===== src/ocs_regs.vh =====
// constant set for the oscillator control block: offsets, fields, resets
// assumes a 32-bit AHB-Lite register bus and a 20 MHz bus clock
`ifndef OCS_REGS_VH
`define OCS_REGS_VH

`define OCS_ADDR_W 4
`define OCS_OFF_CTRL 4'h0
`define OCS_OFF_IRQ_STAT 4'h4
`define OCS_OFF_IRQ_CLR 4'h8
`define OCS_OFF_IRQ_EN 4'hC

`define OCS_BIT_SEL 0
`define OCS_BIT_SLOW_OK 1
`define OCS_BIT_FAST_OK 2
`define OCS_BIT_TIMEOUT 3
`define OCS_FREQ_LSB 4
`define OCS_FREQ_MSB 6

`define OCS_FREQ_RST 3'b110
`define OCS_FREQ_SLOW 3'b000
`define OCS_FREQ_FAST_MAX 3'b111

// interrupt status bits
`define OCS_IRQ_W 3
`define OCS_IRQ_FAST 0
`define OCS_IRQ_SLOW 1
`define OCS_IRQ_TIMEOUT 2

// clock mode field of config word one
`define OCS_MODE_LP 3'b000
`define OCS_MODE_XT 3'b001
`define OCS_MODE_HS 3'b010
`define OCS_MODE_EC 3'b011
`define OCS_MODE_INTIO 3'b100
`define OCS_MODE_INT 3'b101
`define OCS_MODE_RCIO 3'b110
`define OCS_MODE_RC 3'b111

`define OCS_OST_CYCLES 1024

`endif


===== src/ocs_sync3.v =====
// three-flop synchroniser bank for pin inputs of another domain
// assumes the output only moves once stages two and three agree
`timescale 1ns/10ps
module ocs_sync3 #(
   parameter W = 1
) (
   input wire hclk,
   input wire hresetn,
   input wire [W-1:0] pin_in,
   output wire [W-1:0] level_out
);
   genvar i;
   generate
      for (i = 0; i < W; i = i + 1) begin : g_bit
         reg s1_r;
         reg s2_r;
         reg s3_r;
         reg lvl_r;
         always @(posedge hclk or negedge hresetn) begin
            if (!hresetn) begin
               s1_r <= 1'b0;
               s2_r <= 1'b0;
               s3_r <= 1'b0;
               lvl_r <= 1'b0;
            end else begin
               s1_r <= pin_in[i];
               s2_r <= s1_r;
               s3_r <= s2_r;
               // s1 is read by s2 only; filter looks at stages two and three
               if (s2_r == s3_r) begin
                  lvl_r <= s3_r;
               end
            end
         end
         assign level_out[i] = lvl_r;
      end
   endgenerate
endmodule // ocs_sync3


===== src/ocs_ost_cnt.v =====
// oscillator start-up counter: counts edges of the crystal clock
// assumes osc_edge is a one-cycle pulse per oscillator cycle
`timescale 1ns/10ps
`include "ocs_regs.vh"
module ocs_ost_cnt #(
   parameter CYCLES = `OCS_OST_CYCLES
) (
   input wire hclk,
   input wire hresetn,
   input wire restart,
   input wire osc_edge,
   output reg done_r
);
   reg [11:0] cnt_r;
   always @(posedge hclk or negedge hresetn) begin
      if (!hresetn) begin
         cnt_r <= 12'h000;
         done_r <= 1'b0;
      end else if (restart) begin
         cnt_r <= 12'h000;
         done_r <= 1'b0;
      end else if (osc_edge && !done_r) begin
         // release on the last of the counted oscillator cycles
         if (cnt_r == CYCLES[11:0] - 12'h001) begin
            done_r <= 1'b1;
         end
         cnt_r <= cnt_r + 12'h001;
      end
   end
endmodule // ocs_ost_cnt


===== src/ocs_osc_ctrl.v =====
// oscillator control and select block with AHB-Lite register slave
// assumes straps are static after reset and oscillator pins are async
//
// Added by the designer: the placing of the registers and register access over AHB-Lite.
`timescale 1ns/10ps
`include "ocs_regs.vh"
module ocs_osc_ctrl #(
   parameter OST_CYCLES = `OCS_OST_CYCLES
) (
   input wire hclk,
   input wire hresetn,
   input wire hsel,
   input wire [31:0] haddr,
   input wire [1:0] htrans,
   input wire hwrite,
   input wire [2:0] hsize,
   input wire [31:0] hwdata,
   input wire hready,
   output reg hreadyout,
   output reg hresp,
   output reg [31:0] hrdata,
   input wire [2:0] clk_mode_strap,
   input wire two_speed_strap,
   input wire fail_safe_strap,
   input wire fast_osc_ok_pin,
   input wire slow_osc_ok_pin,
   input wire ext_osc_pin,
   input wire wake_up,
   output reg sys_clk_select_o,
   output reg use_internal_o,
   output reg use_slow_osc_o,
   output reg [2:0] fast_div_log2_o,
   output reg [2:0] clk_mode_o,
   output reg ost_enable_o,
   output reg exec_run_o,
   output reg irq
);
   // bus capture
   reg wr_pend_r;
   reg [`OCS_ADDR_W-1:0] wr_addr_r;
   wire acc = hsel & hready & htrans[1];
   wire [`OCS_ADDR_W-1:0] a_off = haddr[`OCS_ADDR_W-1:0];

   // control state
   reg [2:0] freq_r;
   reg sel_r;
   reg [2:0] mode_r;
   reg two_speed_r;
   reg fail_safe_r;
   reg strap_ok_r;
   reg timeout_r;
   reg [`OCS_IRQ_W-1:0] irq_stat_r;
   reg [`OCS_IRQ_W-1:0] irq_en_r;
   reg fast_d_r;
   reg slow_d_r;
   reg timeout_d_r;
   reg osc_d_r;

   wire [2:0] pin_lvl;
   wire fast_ok = pin_lvl[0];
   wire slow_ok = pin_lvl[1];
   wire osc_lvl = pin_lvl[2];
   wire ost_done;

   // crystal modes of the three gains
   wire crystal = (mode_r == `OCS_MODE_LP) | (mode_r == `OCS_MODE_XT) |
      (mode_r == `OCS_MODE_HS);
   wire int_mode = (mode_r == `OCS_MODE_INTIO) |
      (mode_r == `OCS_MODE_INT);
   // timeout bit stays low until start-up only for these cases
   wire slow_case = (two_speed_r & crystal) | fail_safe_r;
   wire ext_ready = ~crystal | ost_done;
   wire ost_restart = ~strap_ok_r | wake_up;

   ocs_sync3 #(
      .W(3)
   ) u_sync (
      .hclk(hclk),
      .hresetn(hresetn),
      .pin_in({ext_osc_pin, slow_osc_ok_pin, fast_osc_ok_pin}),
      .level_out(pin_lvl)
   );

   ocs_ost_cnt #(
      .CYCLES(OST_CYCLES)
   ) u_ost (
      .hclk(hclk),
      .hresetn(hresetn),
      .restart(ost_restart),
      .osc_edge(osc_lvl & ~osc_d_r & crystal),
      .done_r(ost_done)
   );

   wire [7:0] ctrl_rd = {1'b0, freq_r, timeout_r, fast_ok, slow_ok,
      sel_r};

   reg [31:0] rd_mux;
   always @* begin
      case (a_off)
         `OCS_OFF_CTRL: rd_mux = {24'h00_0000, ctrl_rd};
         `OCS_OFF_IRQ_STAT: rd_mux = {29'h0000_0000, irq_stat_r};
         `OCS_OFF_IRQ_EN: rd_mux = {29'h0000_0000, irq_en_r};
         default: rd_mux = 32'h0000_0000;
      endcase
   end

   wire wr_ctrl = wr_pend_r & (wr_addr_r == `OCS_OFF_CTRL);
   wire wr_clr = wr_pend_r & (wr_addr_r == `OCS_OFF_IRQ_CLR);
   wire wr_en = wr_pend_r & (wr_addr_r == `OCS_OFF_IRQ_EN);

   // zero wait states: read data registered at the address phase
   always @(posedge hclk or negedge hresetn) begin
      if (!hresetn) begin
         hreadyout <= 1'b0;
         hresp <= 1'b0;
         hrdata <= 32'h0000_0000;
         wr_pend_r <= 1'b0;
         wr_addr_r <= 4'h0;
      end else begin
         hreadyout <= 1'b1;
         hresp <= 1'b0;
         wr_pend_r <= acc & hwrite;
         if (acc) begin
            wr_addr_r <= a_off;
         end
         if (acc && !hwrite) begin
            hrdata <= rd_mux;
         end
      end
   end

   // straps are caught after reset release, never under reset
   always @(posedge hclk or negedge hresetn) begin
      if (!hresetn) begin
         strap_ok_r <= 1'b0;
         mode_r <= `OCS_MODE_LP;
         two_speed_r <= 1'b0;
         fail_safe_r <= 1'b0;
      end else if (!strap_ok_r) begin
         strap_ok_r <= 1'b1;
         mode_r <= clk_mode_strap;
         two_speed_r <= two_speed_strap;
         fail_safe_r <= fail_safe_strap;
      end
   end

   // only select and frequency bits take writes
   always @(posedge hclk or negedge hresetn) begin
      if (!hresetn) begin
         freq_r <= `OCS_FREQ_RST;
         sel_r <= 1'b0;
      end else if (wr_ctrl) begin
         freq_r <= hwdata[`OCS_FREQ_MSB:`OCS_FREQ_LSB];
         sel_r <= hwdata[`OCS_BIT_SEL];
      end
   end

   // timeout bit: 1 while running from the mode-field clock
   always @(posedge hclk or negedge hresetn) begin
      if (!hresetn) begin
         timeout_r <= 1'b1;
      end else if (!strap_ok_r) begin
         timeout_r <= ~((two_speed_strap &
            (clk_mode_strap == `OCS_MODE_LP |
            clk_mode_strap == `OCS_MODE_XT |
            clk_mode_strap == `OCS_MODE_HS)) | fail_safe_strap);
      end else begin
         timeout_r <= ~sel_r & (ext_ready | ~slow_case);
      end
   end

   // interrupt events: set wins over a clear in the same cycle
   wire [`OCS_IRQ_W-1:0] ev = {timeout_r & ~timeout_d_r,
      slow_ok & ~slow_d_r, fast_ok & ~fast_d_r};
   wire [`OCS_IRQ_W-1:0] clr = wr_clr ? hwdata[`OCS_IRQ_W-1:0] :
      {`OCS_IRQ_W{1'b0}};
   wire [`OCS_IRQ_W-1:0] stat_nxt = (irq_stat_r & ~clr) | ev;

   always @(posedge hclk or negedge hresetn) begin
      if (!hresetn) begin
         irq_stat_r <= {`OCS_IRQ_W{1'b0}};
         irq_en_r <= {`OCS_IRQ_W{1'b0}};
         fast_d_r <= 1'b0;
         slow_d_r <= 1'b0;
         timeout_d_r <= 1'b1;
         osc_d_r <= 1'b0;
         irq <= 1'b0;
      end else begin
         irq_stat_r <= stat_nxt;
         if (wr_en) begin
            irq_en_r <= hwdata[`OCS_IRQ_W-1:0];
         end
         fast_d_r <= fast_ok;
         slow_d_r <= slow_ok;
         timeout_d_r <= timeout_r | ~strap_ok_r;
         osc_d_r <= osc_lvl;
         irq <= |(stat_nxt & (wr_en ? hwdata[`OCS_IRQ_W-1:0] : irq_en_r));
      end
   end

   // clock routing outputs
   reg [2:0] div_nxt;
   always @* begin
      // 111 divides by 1 ... 001 by 64; 000 takes the slow oscillator
      case (freq_r)
         `OCS_FREQ_SLOW: div_nxt = 3'b000;
         default: div_nxt = `OCS_FREQ_FAST_MAX - freq_r;
      endcase
   end

   always @(posedge hclk or negedge hresetn) begin
      if (!hresetn) begin
         sys_clk_select_o <= 1'b0;
         use_internal_o <= 1'b0;
         use_slow_osc_o <= 1'b0;
         fast_div_log2_o <= 3'b001;
         clk_mode_o <= `OCS_MODE_LP;
         ost_enable_o <= 1'b0;
         exec_run_o <= 1'b0;
      end else begin
         sys_clk_select_o <= sel_r;
         // internal clock when selected, mode says so, or crystal start-up wait under two-speed or fail-safe
         use_internal_o <= sel_r | int_mode |
            (strap_ok_r & slow_case & ~ext_ready);
         use_slow_osc_o <= (freq_r == `OCS_FREQ_SLOW);
         fast_div_log2_o <= div_nxt;
         clk_mode_o <= mode_r;
         ost_enable_o <= crystal & ~ost_done;
         exec_run_o <= strap_ok_r & ~wake_up &
            (ext_ready | two_speed_r | fail_safe_r | sel_r);
      end
   end
endmodule // ocs_osc_ctrl


===== config.mk =====
export PLATFORM = sky130hd
export DESIGN_NAME = ocs_osc_ctrl
export DESIGN_NICKNAME = d
export VERILOG_FILES = /design/src/ocs_sync3.v /design/src/ocs_ost_cnt.v /design/src/ocs_osc_ctrl.v
export VERILOG_INCLUDE_DIRS = /design/src /design/src/src
export SDC_FILE = /design/constraint.sdc
export NUM_CORES = 1
export LEC_CHECK = 0
export BUFFER_PORTS_ARGS = -buffer_cell sky130_fd_sc_hd__clkbuf_2
export CAP_MARGIN = 40
export CORE_ASPECT_RATIO = 1.25
export CORE_MARGIN = 2
export CORE_UTILIZATION = 47
export CTS_CLUSTER_DIAMETER = 100
export CTS_CLUSTER_SIZE = 14
export DETAILED_ROUTE_END_ITERATION = 10
export GPL_ROUTABILITY_DRIVEN = 0
export GPL_TIMING_DRIVEN = 0
export PLACE_DENSITY = 0.79
export SLEW_MARGIN = 20
export SYNTH_ARGS = -nofsm -noshare
export SYNTH_HDL_FRONTEND = slang
export SYNTH_HIERARCHICAL = 1
export SYNTH_SLANG_ARGS = --single-unit

===== constraint.sdc =====
create_clock -name hclk -period 3.4 [get_ports hclk]
set_input_delay 0.68 -clock hclk [delete_from_list [all_inputs] [get_ports hclk]]
set_output_delay 0.68 -clock hclk [all_outputs]
set_load 0.02 [all_outputs]

==> impl_metrics.json <==
{
  "setup_tns_ns": 0,
  "clk_pin_slew_worst_paths_ns": 0.08,
  "synth-edff-count": 0,
  "wl_um": 5350,
  "max_cap_viol_count": 0,
  "start_util_pct": 48.8,
  "drtAntennaViolNets": 0,
  "port_buffers": 42,
  "p_per_area_mw_per_mm2": 558,
  "min_period_ns": 2.13,
  "num_antenna_cells": 0,
  "finalClockSkew_ns": 0.00705,
  "worst_slack_ns": 1.27,
  "cp.arrival_ns": 2.35,
  "dp_hpwl_um": 3830,
  "cp-start-kind": "flip-flop",
  "clk_path_buf_depth": 2,
  "relSlewSlack_pct": 66.3,
  "drc": 0,
  "post_cts_buffers": 0,
  "first_global_vias": 2003,
  "holdBufCountCts": 0,
  "ioPinCount": 129,
  "grt_max_degree": 52,
  "cts_tree": "done",
  "drive_above_1_share_pct": 35.4,
  "clockPowerShare_pct": 38.9,
  "gr-total-overflow": 0,
  "yosys.cell_types.count": 45,
  "final-max-slew-violation-count": 0,
  "drtIter0Drc": 115,
  "numCtsBuffers": 9,
  "core.rowCount": 32,
  "die-width_um": 75.8,
  "async_flop_share_pct": 100,
  "hold_path.class": "in2async",
  "root_buffer": "clkbuf_8",
  "area.growth.synth_to_final_pct": 22.9,
  "avgSynthCellArea_sq_um": 12.1,
  "fmax_mhz": 469,
  "finalCritPeriodShare_pct": 62.7,
  "grt_setup_unrepaired": "false",
  "die_area_sq_mm": 0.00710,
  "cts_sinks": 70,
  "final_net_count": 415,
  "ys_ff_latch": 70,
  "track_usage_pct": 16.5,
  "p_switching_mw": 0.522,
  "power.internal_mw": 1.55,
  "comb_power_share_pct": 13.6,
  "viasPerCell": 4.94,
  "pre_cts_ws_ns": 0.882,
  "switching_share_pct": 25.2,
  "yosysWarnings": 6,
  "peakVddDrop_v": 0.000276,
  "grt_pass1_wl_um": 8830,
  "antenna_found_initial": 0,
  "setup_viol": 0,
  "required_ns": 3.61,
  "fin_util_pct": 59.9,
  "worst_slew_pin_slew_ns": 0.506,
  "netlist_area_sq_mm": 0.00303,
  "cp-end-kind": "flip-flop",
  "coreArea_sq_mm": 0.00621,
  "cts_max_level": 3,
  "p_seq_share_pct": 47.4,
  "clk_latency_ns": 0.34,
  "crit_fanout": 10,
  "ys.flop_type": "dfrtp_1",
  "fp.dieH_um": 93.7,
  "status": "completed",
  "critical_path_class": "reg2reg",
  "cts_resized": 0,
  "yosysSeqAreaShare_pct": 58.1,
  "syn_inst": 251,
  "dr.pass1.iters": 4,
  "hold_violations": 0,
  "post_drt_wl_per_cell_um": 12.7,
  "leakage_nw": 1.85,
  "vias": 2079
}
==> worst max-delay path: stages, from the launching register on <==
cell	delay, ns
dfrtp_1	0.43
a2111oi_1	0.39
clkbuf_2	0.23
nand2b_1	0.08
buf_6	0.14
a2111oi_2	0.39
mux2_1	0.36
==> metrics by stage <==
stage                     hold slack (ns)  cell area [sq um]  power, mW  cells
after CTS                           0.234               3710       2.10    420
after floorplan                     0.331               3120       1.18    276
final                               0.245               3720       2.07    421
after global placement              0.333               3440       1.27    403
after global routing                0.248               3720       2.18    421
after detailed placement            0.336               3470       1.28    404
==> logic make-up after synthesis <==
group,count (synthesis),synth area share [%]
DFF,70,58.1
and+or+nand+nor,63,12.2
buffers and inverters,46,9.68
AOI/OAI and AO/OA,44,10.2
muxes,20,7.53
adders and majority gates,4,1.53
other,2,0.248
xor gates and xnor gates,2,0.579
==> layout by cell type, fill, tap and decap left out, types with 4 or more instances in the layout <==
master / n
dfrtp_1: 65
clkbuf_2: 42
nor3_1: 4
clkbuf_1: 4
a31oi_1: 4
nand2b_1: 4
a22o_1: 7
conb_1: 27
buf_4: 30
or3_1: 4
nand2_1: 10
clkbuf_8: 10
o21ai_0: 10
mux2i_1: 4
dfstp_2: 5
a21oi_1: 9
o31ai_1: 4
mux2_2: 12
nor2_1: 16
nand3b_1: 6
inv_1: 11
==> final cells by class <==
type / instances / area (sq um)
Timing Repair Buffer: 44 / 245
Sequential cell: 70 / 1760
Buffer: 35 / 251
Tap cell: 85 / 106
Fill cell: 513 / 2490
Inverter: 11 / 41.3
Clock buffer: 10 / 138
Clock inverter: 6 / 109
Multi-Input combinational cell: 160 / 1070
==> registers in the layout, summed over array words and instances, names as in the netlist, 3 cells and up <==
register / cells
u_ost/cnt_r: 12
hrdata: 7
wr_addr_r: 4
clk_mode_o: 3
fast_div_log2_o: 3
freq_r: 3
irq_en_r: 3
irq_stat_r: 3
mode_r: 3
u_sync/g_bit.lvl_r: 3
u_sync/g_bit.s1_r: 3
u_sync/g_bit.s2_r: 3
u_sync/g_bit.s3_r: 3
==> per-layer routing <==
metal / share of wire [%] / GRT usage, % / vias up
li1: - / - / 992
met1: 41 / 19.1 / 1009
met2: 52 / 27.2 / 68
met3: 5.8 / 5.26 / 10
met4: 1.9 / 7.46 / 0
met5: 0 / 0 / -
==> Yosys cell counts (3+ instances only) <==
cell,count,area (sq um)
a22o_1,7,61.3
buf_4,30,225
a21oi_1,9,45.0
or3_1,4,25.0
inv_1,11,41.3
o31ai_1,4,30.0
o21ai_0,10,50.1
a31oi_1,4,25.0
nor2_1,16,60.1
nand3_1,3,15.0
dfrtp_1,65,1630
maj3_2,3,33.8
dfstp_2,5,131
nand3b_1,6,45.0
nor3_1,4,20.0
or4_1,3,22.5
mux2i_1,4,40.0
nand4_1,3,18.8
nand2_1,10,37.5
mux2_2,12,135
nor2b_1,3,18.8
clkbuf_1,4,15.0
nand2b_1,4,25.0
==> final timing paths <==
check | from | to | slack, ns | cells after the start
max | mode_r[1]$_DFFE_PN0N_ | u_ost/cnt_r[11]$_DFFE_PN0P_ | 1.27 | 6
min | hresetn | hrdata[2]$_DFFE_PN0P_ | 0.24 | 1
max reg2reg | mode_r[1]$_DFFE_PN0N_ | u_ost/cnt_r[11]$_DFFE_PN0P_ | 1.27 | 6
min reg2reg | u_sync/g_bit[1].s1_r$_DFF_PN0_ | u_sync/g_bit[1].s2_r$_DFF_PN0_ | 0.35 | 0
max in group asynchronous | hresetn | timeout_r$_DFF_PN1_ | 2.57 | 2
min in group hclk | u_sync/g_bit[1].s1_r$_DFF_PN0_ | u_sync/g_bit[1].s2_r$_DFF_PN0_ | 0.35 | 0
==> power by group through the flow <==
stage,clock network (mW),registers [mW],logic (mW)
after floorplan,0,1.03,0.148
after global placement,0,0.996,0.272
after detailed placement,0,1.00,0.283
after CTS,0.831,0.985,0.285
after global routing,0.866,0.997,0.314
final,0.808,0.984,0.283
Note: power is estimated with default switching activity, not from simulation.
